<file path="src/shared/csu_pkg.sv">
package csu_pkg;

    // ****************************************************************
    // Register offsets
    // ****************************************************************
    localparam logic [3:0] CSU_A_CTL0 = 4'h0;
    localparam logic [3:0] CSU_A_CTL1 = 4'h1;
    localparam logic [3:0] CSU_A_CTL2 = 4'h2;
    localparam logic [3:0] CSU_A_STR = 4'h3;
    localparam logic [3:0] CSU_A_TXL = 4'h4;
    localparam logic [3:0] CSU_A_TXH = 4'h5;
    localparam logic [3:0] CSU_A_RXL = 4'h6;
    localparam logic [3:0] CSU_A_RXH = 4'h7;
    localparam logic [3:0] CSU_A_BAUD_PRESCALER_MODE = 4'h8;
    localparam logic [3:0] CSU_A_BAUD_DIVISOR_COMPARE = 4'h9;
    localparam logic [3:0] CSU_A_ISTAT = 4'hA;
    localparam logic [3:0] CSU_A_ICLR = 4'hB;
    localparam logic [3:0] CSU_A_IEN = 4'hC;

    // ****************************************************************
    // Field positions and codes
    // ****************************************************************
    localparam int CSU_B_PWR = 7;
    localparam int CSU_B_TXE = 6;
    localparam int CSU_B_RXE = 5;
    localparam int CSU_B_DIR = 4;
    localparam int CSU_B_TMS = 1;
    localparam int CSU_B_CKP = 4;
    localparam int CSU_B_DAP = 3;
    localparam int CSU_B_OVR = 0;
    localparam int CSU_B_BUSY = 7;
    localparam logic [2:0] CSU_CKS_EXT = 3'h7;
    localparam int CSU_EV_RX = 0;
    localparam int CSU_EV_TX = 1;
    localparam int CSU_EV_OVR = 2;
    localparam int CSU_NEV = 3;

    // ****************************************************************
    // Reset values and timing
    // ****************************************************************
    localparam logic [7:0] CSU_RST_CTL = 8'h00;
    localparam logic [7:0] CSU_RST_BAUD_PRESCALER_MODE = 8'h00;
    localparam logic [7:0] CSU_RST_BAUD_DIVISOR_COMPARE = 8'h00;
    localparam logic [8:0] CSU_CMP_ZERO_DIV = 9'h100;
    localparam int CSU_CNT_W = 12;

    typedef enum logic [1:0] {
        CSU_IDLE,
        CSU_RUN,
        CSU_DRAIN
    } csu_state_t;

endpackage : csu_pkg

</file>
<file path="src/shared/csu_baud_if.sv">
`timescale 1ns/1ns
`default_nettype none
interface csu_baud_if;
    logic run;
    logic [1:0] k;
    logic [7:0] cmp;
    logic tick;
    modport ctl (output run, output k, output cmp, input tick);
    modport gen (input run, input k, input cmp, output tick);
endinterface : csu_baud_if
`default_nettype wire

</file>
<file path="src/csu_baud.sv">
`timescale 1ns/1ns
`default_nettype none
module csu_baud #(
    parameter int CNT_W = csu_pkg::CSU_CNT_W
) (
    input wire logic clk,
    input wire logic rstn,
    input wire logic ce,
    csu_baud_if.gen bif
);
    typedef struct packed {
        logic [CNT_W-1:0] cnt;
        logic tick;
    } csu_baud_st_t;

    csu_baud_st_t s;
    csu_baud_st_t next_s;
    logic [CNT_W-1:0] lim;
    logic [CNT_W:0] gap;

    if (CNT_W < csu_pkg::CSU_CNT_W) begin : g_chk
        $error("csu_baud: counter too narrow for divide by 4096");
    end

    // Period in main clocks is the compare divisor times two to the (k+1).
    function automatic logic [CNT_W-1:0] csu_limit(input logic [1:0] k, input logic [7:0] c);
        logic [8:0] nd;
        logic [CNT_W:0] d;
        nd = (c == 8'h00) ? csu_pkg::CSU_CMP_ZERO_DIV : {1'b0, c}; // [RULE7]
        d = (CNT_W+1)'(nd) << ({1'b0, k} + 3'h1); // [RULE5] [RULE6]
        return CNT_W'(d - (CNT_W+1)'(1));
    endfunction : csu_limit

    assign lim = csu_limit(bif.k, bif.cmp);

    always_comb begin
        next_s = s;
        next_s.tick = 1'b0;
        if (!bif.run) begin
            next_s.cnt = '0;
        end else if (s.cnt >= lim) begin
            next_s.cnt = '0;
            next_s.tick = 1'b1; // [RULE5]
        end else begin
            next_s.cnt = s.cnt + CNT_W'(1);
        end
    end

    always_ff @(posedge clk) begin
        if (!rstn) begin
            s <= '0;
        end else if (ce) begin
            s <= next_s;
        end
    end

    assign bif.tick = s.tick;

    // Helper: enabled cycles since the last tick, for the period check.
    always_ff @(posedge clk) begin
        if (!rstn || !bif.run) begin
            gap <= '0;
        end else if (ce) begin
            gap <= s.tick ? (CNT_W+1)'(1) : gap + (CNT_W+1)'(1);
        end
    end
endmodule : csu_baud
`default_nettype wire

</file>
<file path="src/csu_irq.sv">
`timescale 1ns/1ns
`default_nettype none
module csu_irq #(
    parameter int NEV = csu_pkg::CSU_NEV
) (
    input wire logic clk,
    input wire logic rstn,
    input wire logic ce,
    input wire logic [NEV-1:0] ev,
    input wire logic clr_wr,
    input wire logic en_wr,
    input wire logic [NEV-1:0] wdata,
    output logic [NEV-1:0] stat,
    output logic [NEV-1:0] en,
    output logic irq
);
    typedef struct packed {
        logic [NEV-1:0] stat;
        logic [NEV-1:0] en;
        logic irq;
    } csu_irq_st_t;

    csu_irq_st_t s;
    csu_irq_st_t next_s;

    if (NEV < 1 || NEV > 8) begin : g_chk
        $error("csu_irq: event count must fit one byte");
    end

    // Set is applied after the clear so that a same-cycle event survives.
    always_comb begin
        next_s = s;
        if (clr_wr) begin
            next_s.stat = s.stat & ~wdata;
        end
        next_s.stat = next_s.stat | ev;
        if (en_wr) begin
            next_s.en = wdata;
        end
        next_s.irq = |(s.stat & s.en);
    end

    always_ff @(posedge clk) begin
        if (!rstn) begin
            s <= '0;
        end else if (ce) begin
            s <= next_s;
        end
    end

    assign stat = s.stat;
    assign en = s.en;
    assign irq = s.irq;
endmodule : csu_irq
`default_nettype wire

</file>
<file path="src/csu_top.sv">
// Functional notes
// RULE1 - Powered down: clock pin floats or idles by polarity.
// RULE2 - Powered down clock level follows polarity/source rewrites.
// RULE3 - Powered down data out: low, latch, first bit. The code drives data out low in phase 0 instead of holding a latched level.
// RULE4 - Powered down data out follows enable/order/phase rewrites.
// RULE5 - Baud clock is main clock over 2^(k+1)*N.
// RULE6 - Prescaler exponent ranges 0 to 3.
// RULE7 - Divisor 1 to 256; zero means 256.
// RULE8 - Prescaler registers reset zero; compare byte-wide.
// RULE9 - Host checks overrun after DMA completes.
// RULE10 - Host never rewrites setup while powered.
// RULE11 - Phase 1: busy clears half clock after done.
// RULE12 - Single mode: transmit write while busy ignored.
// RULE13 - Single receive-only: read while busy starts nothing.
// RULE14 - Host checks busy clear before next single transfer.
// RULE15 - Host prefers continuous mode, especially with DMA.
// RULE16 - Clock source all ones selects external clock.
//
// The register offsets and the strobed register port are this design's own decisions.
`timescale 1ns/1ns
`default_nettype none
module csu_top (
    input wire logic clk,
    input wire logic rstn,
    input wire logic ce,
    input wire logic [3:0] addr,
    input wire logic [7:0] wr_data,
    input wire logic wr,
    input wire logic rd,
    output logic [7:0] rd_data,
    input wire logic sck_in,
    output logic sck_out,
    output logic sck_oe,
    input wire logic si_in,
    output logic so_out,
    output logic irq
);
    typedef struct packed {
        logic [7:0] ctl0;
        logic [7:0] ctl1;
        logic [7:0] ctl2;
        logic [7:0] baud_prescaler_mode;
        logic [7:0] baud_divisor_compare;
        logic [15:0] tx;
        logic [15:0] sh;
        logic [15:0] rx;
        logic [15:0] rxd;
        logic ovr;
        logic pend;
        logic unread;
        csu_pkg::csu_state_t state;
        logic [5:0] cnt;
        logic [2:0] ssy;
        logic sst;
        logic [2:0] dsy;
        logic sck;
        logic sck_oe;
        logic so;
        logic [7:0] rdat;
    } csu_top_st_t;

    csu_top_st_t s;
    csu_top_st_t next_s;
    csu_baud_if bd ();
    logic [csu_pkg::CSU_NEV-1:0] ev;
    logic [csu_pkg::CSU_NEV-1:0] istat;
    logic [csu_pkg::CSU_NEV-1:0] ien;
    logic pwr, txe, rxe, dir, cont, ckp, dap, ext, busy;
    logic [4:0] len;
    logic slv_edge, sh_edge, tx_ok, tx_start, rx_start, rx_rd;

    // ****************************************************************
    // Helpers
    // ****************************************************************
    function automatic logic [4:0] csu_len(input logic [3:0] cl);
        return cl[3] ? 5'h10 : (5'h08 + {2'h0, cl[2:0]});
    endfunction : csu_len

    function automatic logic csu_first(input logic [15:0] v, input logic d, input logic [4:0] l);
        return d ? v[0] : v[4'(l - 5'h01)];
    endfunction : csu_first

    function automatic logic [15:0] csu_ins(input logic [15:0] v, input logic b,
                                            input logic d, input logic [4:0] l);
        logic [15:0] r;
        r = v >> 1;
        r[4'(l - 5'h01)] = b;
        return d ? r : {v[14:0], b};
    endfunction : csu_ins

    function automatic csu_top_st_t csu_rst();
        csu_top_st_t r;
        r = '0;
        r.ctl0 = csu_pkg::CSU_RST_CTL;
        r.ctl1 = csu_pkg::CSU_RST_CTL;
        r.ctl2 = csu_pkg::CSU_RST_CTL;
        r.baud_prescaler_mode = csu_pkg::CSU_RST_BAUD_PRESCALER_MODE; // [RULE8]
        r.baud_divisor_compare = csu_pkg::CSU_RST_BAUD_DIVISOR_COMPARE; // [RULE8]
        r.state = csu_pkg::CSU_IDLE;
        return r;
    endfunction : csu_rst

    // ****************************************************************
    // Decoded settings
    // ****************************************************************
    assign pwr = s.ctl0[csu_pkg::CSU_B_PWR];
    assign txe = s.ctl0[csu_pkg::CSU_B_TXE];
    assign rxe = s.ctl0[csu_pkg::CSU_B_RXE];
    assign dir = s.ctl0[csu_pkg::CSU_B_DIR];
    assign cont = s.ctl0[csu_pkg::CSU_B_TMS];
    assign ckp = s.ctl1[csu_pkg::CSU_B_CKP];
    assign dap = s.ctl1[csu_pkg::CSU_B_DAP];
    assign ext = (s.ctl1[2:0] == csu_pkg::CSU_CKS_EXT); // [RULE16]
    assign len = csu_len(s.ctl2[3:0]);
    assign busy = (s.state != csu_pkg::CSU_IDLE);

    // Only the agreeing second and third stages may declare a new level.
    assign slv_edge = (s.ssy[2] == s.ssy[1]) && (s.ssy[1] != s.sst);
    assign sh_edge = ext ? slv_edge : bd.tick;
    assign tx_ok = !(busy && !cont); // [RULE12]
    assign tx_start = wr && addr == csu_pkg::CSU_A_TXL && txe && !busy;
    assign rx_rd = rd && addr == csu_pkg::CSU_A_RXL;
    assign rx_start = rx_rd && !txe && rxe && !busy; // [RULE13]

    assign bd.run = pwr;
    assign bd.k = s.baud_prescaler_mode[1:0];
    assign bd.cmp = s.baud_divisor_compare;

    csu_baud u_baud (
        .clk (clk),
        .rstn (rstn),
        .ce (ce),
        .bif (bd)
    );

    csu_irq u_irq (
        .clk (clk),
        .rstn (rstn),
        .ce (ce),
        .ev (ev),
        .clr_wr (wr && addr == csu_pkg::CSU_A_ICLR),
        .en_wr (wr && addr == csu_pkg::CSU_A_IEN),
        .wdata (wr_data[csu_pkg::CSU_NEV-1:0]),
        .stat (istat),
        .en (ien),
        .irq (irq)
    );

    // ****************************************************************
    // Register access and transfer engine
    // ****************************************************************
    always_comb begin
        next_s = s;
        ev = '0;
        next_s.ssy = {s.ssy[1:0], sck_in};
        next_s.dsy = {s.dsy[1:0], si_in};
        if (s.ssy[2] == s.ssy[1]) begin
            next_s.sst = s.ssy[1];
        end
        next_s.rdat = 8'h00;
        if (rd) begin
            case (addr)
                csu_pkg::CSU_A_CTL0: next_s.rdat = s.ctl0;
                csu_pkg::CSU_A_CTL1: next_s.rdat = s.ctl1;
                csu_pkg::CSU_A_CTL2: next_s.rdat = s.ctl2;
                csu_pkg::CSU_A_STR: next_s.rdat = {busy, 6'h00, s.ovr};
                csu_pkg::CSU_A_TXL: next_s.rdat = s.tx[7:0];
                csu_pkg::CSU_A_TXH: next_s.rdat = s.tx[15:8];
                csu_pkg::CSU_A_RXL: next_s.rdat = s.rxd[7:0];
                csu_pkg::CSU_A_RXH: next_s.rdat = s.rxd[15:8];
                csu_pkg::CSU_A_BAUD_PRESCALER_MODE: next_s.rdat = s.baud_prescaler_mode;
                csu_pkg::CSU_A_BAUD_DIVISOR_COMPARE: next_s.rdat = s.baud_divisor_compare;
                csu_pkg::CSU_A_ISTAT: next_s.rdat = 8'(istat);
                csu_pkg::CSU_A_IEN: next_s.rdat = 8'(ien);
                default: next_s.rdat = 8'h00;
            endcase
        end
        if (rx_rd) begin
            next_s.unread = 1'b0;
        end
        if (wr) begin
            case (addr)
                csu_pkg::CSU_A_CTL0: next_s.ctl0 = wr_data;
                csu_pkg::CSU_A_CTL1: next_s.ctl1 = wr_data;
                csu_pkg::CSU_A_CTL2: next_s.ctl2 = {4'h0, wr_data[3:0]};
                csu_pkg::CSU_A_STR: begin
                    if (!wr_data[csu_pkg::CSU_B_OVR]) begin
                        next_s.ovr = 1'b0;
                    end
                end
                csu_pkg::CSU_A_TXL: begin
                    if (tx_ok) begin
                        next_s.tx[7:0] = wr_data; // [RULE12]
                        next_s.pend = busy && pwr;
                    end
                end
                csu_pkg::CSU_A_TXH: begin
                    if (tx_ok) begin
                        next_s.tx[15:8] = wr_data; // [RULE12]
                    end
                end
                csu_pkg::CSU_A_BAUD_PRESCALER_MODE: begin
                    next_s.baud_prescaler_mode = {6'h00, wr_data[1:0]}; // [RULE6]
                end
                csu_pkg::CSU_A_BAUD_DIVISOR_COMPARE: begin
                    next_s.baud_divisor_compare = wr_data; // [RULE8]
                end
                default: ;
            endcase
        end
        if (!pwr) begin
            // Idle pin levels are recomputed every cycle, so a rewrite shows on the pins one cycle after the register takes it.
            next_s.state = csu_pkg::CSU_IDLE;
            next_s.pend = 1'b0;
            next_s.cnt = 6'h00;
            next_s.sck = !ckp; // [RULE1] [RULE2]
            next_s.sck_oe = !ext; // [RULE1] [RULE2] [RULE16]
            next_s.so = txe && dap && csu_first(s.tx, dir, len); // [RULE3] [RULE4]
        end else begin
            case (s.state)
                csu_pkg::CSU_IDLE: begin
                    next_s.sck = !ckp;
                    next_s.sck_oe = !ext;
                    if (tx_start || rx_start || s.pend) begin
                        next_s.state = csu_pkg::CSU_RUN;
                        next_s.sh = next_s.tx;
                        next_s.rx = 16'h0000;
                        next_s.cnt = 6'h00;
                        next_s.pend = 1'b0;
                        next_s.so = txe && csu_first(next_s.tx, dir, len);
                        ev[csu_pkg::CSU_EV_TX] = cont && txe;
                    end
                end
                csu_pkg::CSU_RUN: begin
                    if (sh_edge) begin
                        next_s.cnt = s.cnt + 6'h01;
                        if (!ext) begin
                            next_s.sck = !s.sck;
                        end
                        if (s.cnt[0] == dap) begin
                            next_s.rx = csu_ins(s.rx, s.dsy[2], dir, len);
                        end else if (s.cnt != 6'h00 && next_s.cnt != {len, 1'b0}) begin
                            next_s.sh = dir ? (s.sh >> 1) : (s.sh << 1);
                            next_s.so = txe && csu_first(next_s.sh, dir, len);
                        end
                        if (next_s.cnt == {len, 1'b0}) begin
                            next_s.rxd = next_s.rx;
                            ev[csu_pkg::CSU_EV_RX] = 1'b1;
                            if (cont && rxe && next_s.unread) begin
                                next_s.ovr = 1'b1;
                                ev[csu_pkg::CSU_EV_OVR] = 1'b1;
                            end
                            next_s.unread = rxe;
                            // Phase 1 keeps busy one more half clock.
                            next_s.state = dap ? csu_pkg::CSU_DRAIN
                                               : csu_pkg::CSU_IDLE; // [RULE11]
                        end
                    end
                end
                csu_pkg::CSU_DRAIN: begin
                    if (bd.tick) begin
                        next_s.state = csu_pkg::CSU_IDLE; // [RULE11]
                    end
                end
                default: next_s.state = csu_pkg::CSU_IDLE;
            endcase
        end
    end

    always_ff @(posedge clk) begin
        if (!rstn) begin
            s <= csu_rst();
        end else if (ce) begin
            s <= next_s;
        end
    end

    assign rd_data = s.rdat;
    assign sck_out = s.sck;
    assign sck_oe = s.sck_oe;
    assign so_out = s.so;
endmodule : csu_top
`default_nettype wire

</file>
<file path="config.mk">
export PLATFORM = sky130hd
export DESIGN_NAME = csu_top
export DESIGN_NICKNAME = d
export VERILOG_FILES = /design/src/shared/csu_pkg.sv /design/src/shared/csu_baud_if.sv /design/src/csu_baud.sv /design/src/csu_irq.sv /design/src/csu_top.sv
export SDC_FILE = /design/constraint.sdc
export NUM_CORES = 1
export LEC_CHECK = 0
export ABC_AREA = 1
export BUFFER_PORTS_ARGS = -buffer_cell sky130_fd_sc_hd__buf_2
export CAP_MARGIN = 25
export CORE_ASPECT_RATIO = 1.5
export CORE_MARGIN = 10
export CORE_UTILIZATION = 31
export CTS_BUF_LIST = sky130_fd_sc_hd__clkbuf_4 sky130_fd_sc_hd__clkbuf_8
export CTS_CLUSTER_DIAMETER = 100
export CTS_CLUSTER_SIZE = 30
export DETAILED_ROUTE_END_ITERATION = 10
export REMOVE_ABC_BUFFERS = 1
export SETUP_SLACK_MARGIN = 0.3
export SYNTH_ARGS = -nofsm -noshare
export SYNTH_HDL_FRONTEND = slang
export SYNTH_SLANG_ARGS = --single-unit
</file>
<file path="constraint.sdc">
create_clock -name clk -period 3.1 [get_ports clk]
set_input_delay 0.155 -clock clk [delete_from_list [all_inputs] [get_ports clk]]
set_output_delay 0.155 -clock clk [all_outputs]
set_load 0.02 [all_outputs]
</file>
After elaboration in Yosys (flattened, before gate mapping). Index checks and enable logic that the tools add are counted.

Add/sub/neg operators: 6. Order comparisons: 3. Equal/unequal tests: 33. Shift operators: 1. Muxes and demuxes: 78. Bitwise logic cells: 4. Reductions and logical operators: 51.

Operators with widths (number): 16-bit 2-to-1 mux (6); 8-bit one-hot mux with 12 select lines (1); 32-bit one-hot mux with 2 select lines (1); 8-bit 2-to-1 mux (7); 49-bit 2-to-1 mux (1); 1-bit 2-to-1 mux (39); 32-bit 2-to-1 mux (1); 12-bit 2-to-1 mux (2); 1-bit logical AND (21); 4-bit == test, second input constant (5); 9-bit 2-to-1 mux (2); 3-bit inequality test, second input constant (6); 17-bit 2-to-1 mux (1); 16-bit bitwise mux (1); 4-bit by 3-bit == test with 1-bit output, second input constant (4); 3-bit AND reduction (5); 5-bit AND reduction (3); 12-bit by 1-bit adder with 12-bit output, second input constant (1); 1-bit binary-select mux with 4-bit select (3); 12-bit greater-or-equal comparator (1); 3-bit 2-to-1 mux (4); 6-bit one-hot mux with 2 select lines (1); 9-bit by 3-bit << shifter with 12-bit output (1); 12-bit by 1-bit subtractor with 12-bit output, second input constant (1); 39 further kinds (58).

Register bits after elaboration: 143. Bits of input ports: 19. Output and inout bits: 12.

Logic depth before layout (Yosys ltp).
Word-level depth: 14. Gate-level depth with buffers: 24.

Cells and area by module. A second synthesis with hierarchy kept.

Cells, all modules: 1407. Area total of the unflattened synthesis: 9246.4 sq um.

Modules (own cells, without submodules): csu_top (instances 1, cells an instance 1074, area each 7190.6 sq um); csu_baud (instances 1, cells an instance 293, area each 1756.7 sq um); csu_irq (instances 1, cells an instance 40, area each 299.0 sq um).

Worst setup path before layout. Ideal clock, no wire load.

Path kind: register -> register. Start: reg s (netlist bit bd.k[0]). End: reg u_baud.s[12] (netlist name). Library setup time: 0.070 ns. Arrival time: 3.257 ns. Data required time: 3.030 ns. Setup slack: -0.227 ns. Stages on the path, launching flop included: 23. Period minus slack after synthesis: 3.327 ns. Path through: dfxtp_1 > ha_1 > clkbuf_2 > inv_1 > mux2i_1 > nand2_1 > o21ai_2 > nand4_1 > nor2_1 > nand4_1 > nor3_1 > xnor2_1 > ha_1 > nand2_1 > nor2_1 > nand2_1 > o211ai_1 > a31oi_1 > nand2_1 > inv_1 > clkbuf_1 > nand4_1 > a21oi_1.

Cells in the longest elaborated chain, start to end: 6.

Ends and longest elaborated chain: start: declaration (RTL line csu_top.sv:62) `csu_top_st_t s;`; start signal: assignment (RTL line csu_top.sv:272) `s <= csu_rst();`; start signal: assignment (RTL line csu_top.sv:274) `s <= next_s;`; 2-bit by 1-bit adder with 3-bit output (RTL line csu_baud.sv:30) `d = (CNT_W+1)'(nd) << ({1'b0, k} + 3'h1);`; 9-bit by 3-bit << shifter with 12-bit output (RTL line csu_baud.sv:30); 12-bit by 1-bit subtractor with 12-bit output (RTL line csu_baud.sv:31) `return CNT_W'(d - (CNT_W+1)'(1));`; 12-bit greater-or-equal comparator (RTL line csu_baud.sv:41) `end else if (s.cnt >= lim) begin`; 12-bit 2-to-1 mux (RTL line csu_baud.sv:41); 12-bit 2-to-1 mux (RTL line csu_baud.sv:39) `if (!bif.run) begin`; end signal: assignment (RTL line csu_baud.sv:53) `s <= next_s;`; end: declaration (RTL line csu_baud.sv:16) `csu_baud_st_t s;`.

Every way passes these cells. A chain may end at the register's enable or synchronous reset.

Worst setup path in the final report.
Start: reg s (netlist bit bd.k[0]). End: reg u_baud.s[3] (netlist name).

Same word-level chain as after synthesis.

==> metrics.txt <==
run status finished with violations; failing checks setup timing; CTS tree yes; Post-synth EDFFs 0; dpl ws -0.3122 ns; maxcap violations 0; Worst-Skew Late Latency 0.48 ns; Final min period around 3.1 ns; RSZ-0062 raised after global routing true; Pre-Repair DR Iteration Count 6; worst hold slack a little over 0.05 ns; Hold Fails Final Rpt 0; RR Endpoint u_baud.s[3]; GRT Util Overall 0.1650; crit path max fanout 5; FF-to-FF setup slack -0.04 ns; R2R cell count 23; register bit count reported by yosys around 140; DR WL/cell 17.08 um; Fillers just over 3000; Initial Util 0.3138; pin count of the biggest net entering global routing between 80 and 90; hold_sp rd; Synth top cells by count nand2_1 (254), inv_1 (173), a21oi_1 (172), o21ai_0 (156), dfxtp_1 (143); leading area contributor after synthesis dfxtp_1; post-synth cell types 52; # clock sinks roughly 140; gpl congestion between 0.9 and 1; Antenna Nets Post-Route 0; # port buffers 30; Yosys top cell area share 0.3263; vias per cell around 5.4; LEAKAGE 3.986 nW; Die Ht approximately 230 um; Routed Wire Length between 20000 and 30000 um; Clock Pin Slew Worst Setup and Hold Paths around 0.090 ns; startpoint class of the critical path register; top-count cell post-synth nand2_1; Core Area roughly 0.028 sq mm; Hold Crit Depth 3; Die ar. 0.03557 sq mm; routed vias slightly above 9000; ys flop type dfxtp_1; Area Overhead vs Synth 15.06%; Async S/R FF share, synth 0; synth top area cells dfxtp_1 (33%), nand2_1 (11%), a21oi_1 (9.8%); initial antenna violation count 2; fmax about 320 MHz; Worst Hold Class input pin to register; Slew HR 0.4498; DP HPWL approximately 22000 um; drc violations 0; Worst Setup End Kind register; Final Skew 0.01423 ns; Syn Std Cell Area 0.008775 sq mm; setup violators final 9; die width between 150 and 200 um; Final Worst Setup Slack -0.03660 ns; Max H-tree Level 4; clock root buffer clkbuf_8; Reg-to-Reg Start bd.k[0]; nets@finish approximately 1400; pwr/cell area about 390 mW/mm^2; Hold EP rd_data[7]; DRT iter0 DRCs 700; Peak supply drop 182.4 uV; cts bufs inserted 17; share of layout cells above drive strength 1 0.1429; Crit Path Category register to register; Max Slew Vio Count 0; vias in the first global route between 8000 and 9000; Core Rows 75; Top Ports 31; YS warnings 0; Worst Path Required around 3.5 ns; Synth Instances approximately 1300; Mapped Avg Cell Area roughly 6.7 sq um; Longest Clk Path Bufs 2; sequential area share after synthesis 0.3263; Worst Path Arrival roughly 3.6 ns; worst-margin pin slew about 0.8 ns; first-pass GRT wire length approximately 46000 um; final worst path period share 1.012; global route total overflow 0
-- final cells by class --
type | instances | area, sq um | share of cell area
Sequential cell | 143 | 2869 | 0.2842
Tap cell | 346 | 432.9 | 0.04288
Clock inverter | 13 | 126.4 | 0.01252
Clock buffer | 19 | 261.5 | 0.02590
Inverter | 184 | 698.2 | 0.06915
Timing Repair Buffer | 97 | 694.4 | 0.06878
Antenna cell | 1 | 2.502 | 0.0002479
Multi-Input combinational cell | 923 | 5011 | 0.4963
-- worst max-delay path, stage by stage (launching register included) --
cell and delay [ns]:
dfxtp_4 0.36, ha_4 0.30, buf_8 0.13, buf_4 0.13, nand2_1 0.07, o21ai_2 0.08
inv_1 0.08, o21ai_2 0.13, inv_1 0.08, nor3b_2 0.21, nand2_1 0.09, nor2_2 0.12
xnor2_1 0.12, ha_1 0.25, nand2_2 0.08, nor2_2 0.04, nand2_1 0.06, o211ai_1 0.08
a31oi_1 0.14, nand2_1 0.11, inv_2 0.11, buf_6 0.11, o211ai_1 0.07, a21oi_1 0.13
-- through the flow --
stage | utilization | std cells | power, mW | TNS (ns) | instance area, sq um
floorplan | - | 1250 | 2.195 | -3.422 | 8428
global route | 0.3610 | 1726 | 4.051 | -3.553 | 10100
CTS | 0.3576 | 1723 | 3.919 | -0.3847 | 10000
detailed placement | 0.3375 | 1682 | 2.395 | -3.091 | 9439
global placement | 0.3375 | 1682 | 2.390 | -1.755 | 9439
finish | 0.3610 | 1726 | 3.889 | -0.1690 | 10100
-- kinds of logic after synthesis --
family                     count (synthesis)  share of synthesized area
AOI/OAI and AO/OA                        446                     0.2856
xor gates and xnor gates                  17                    0.01868
adders and majority gates                 22                    0.03137
buffers and inverters                    253                     0.1185
DFF                                      143                     0.3263
muxes                                      1                   0.001141
and+or+nand+nor                          437                     0.2185
-- placed cells by master, fill, tap and decap left out, types with 4 or more instances in the layout --
cell / instances
a211oi_1: 6
a21oi_1: 172
a221oi_1: 14
a22oi_1: 14
a31oi_1: 5
buf_2: 30
buf_4: 57
buf_6: 5
clkbuf_8: 19
dfxtp_1: 140
ha_1: 20
inv_1: 169
inv_2: 12
inv_6: 5
nand2_1: 245
nand2_2: 9
nand3_1: 63
nand3b_1: 4
nand4_1: 18
nor2_1: 59
nor2_2: 11
nor3_1: 9
o211ai_1: 9
o21ai_0: 149
o21ai_1: 18
o21ai_2: 9
o22ai_1: 23
o311ai_0: 17
xnor2_1: 5
xor2_1: 9
-- flip-flops by register name, indices dropped and copies added (netlist names), 2 cells and up --
signal      count
s              92
u_irq.en        3
u_baud.s       12
u_irq.stat      3
bd.k            2
bd.cmp          8
next_s          4
rd_data         8
-- power by group --
part	total (mW)	internal, mW	switching [mW]
Sequential	1.89	1.86	0.0272
Combinational	0.490	0.166	0.325
Clock	1.51	0.693	0.814
Total	3.89	2.72	1.17
-- worst max path at each step --
stage	from	to	depth (start not counted)	slack [ns]
2_1_floorplan	bd.k[0]	u_baud.s[3]	20	-0.31
3_3_place_gp	bd.k[0]	u_baud.s[3]	21	-0.19
3_5_place_dp	bd.k[0]	u_baud.s[3]	21	-0.31
4_1_cts	bd.k[0]	u_baud.s[3]	22	-0.07
5_1_grt	bd.k[0]	u_baud.s[4]	23	-0.31
6_report	bd.k[0]	u_baud.s[3]	23	-0.04
-- routing by layer --
layer / vias to the layer above / track usage / share of wire
li1: 4560 / - / -
met1: 4357 / 0.1656 / 0.37
met2: 261 / 0.3040 / 0.54
met3: 93 / 0.02685 / 0.040
met4: 2 / 0.1098 / 0.058
met5: - / 0 / 0.00041
-- what timing repair did --
item,4_1_cts,5_1_grt
hold endpoints to repair,3,0
setup endpoints to repair,14,47
gates cloned,0,0
resized for setup,32,27
buffers inserted,6,2
hold buffers,3,0
pin swaps,14,13
No activity file was read; power rests on OpenSTA's default activity.
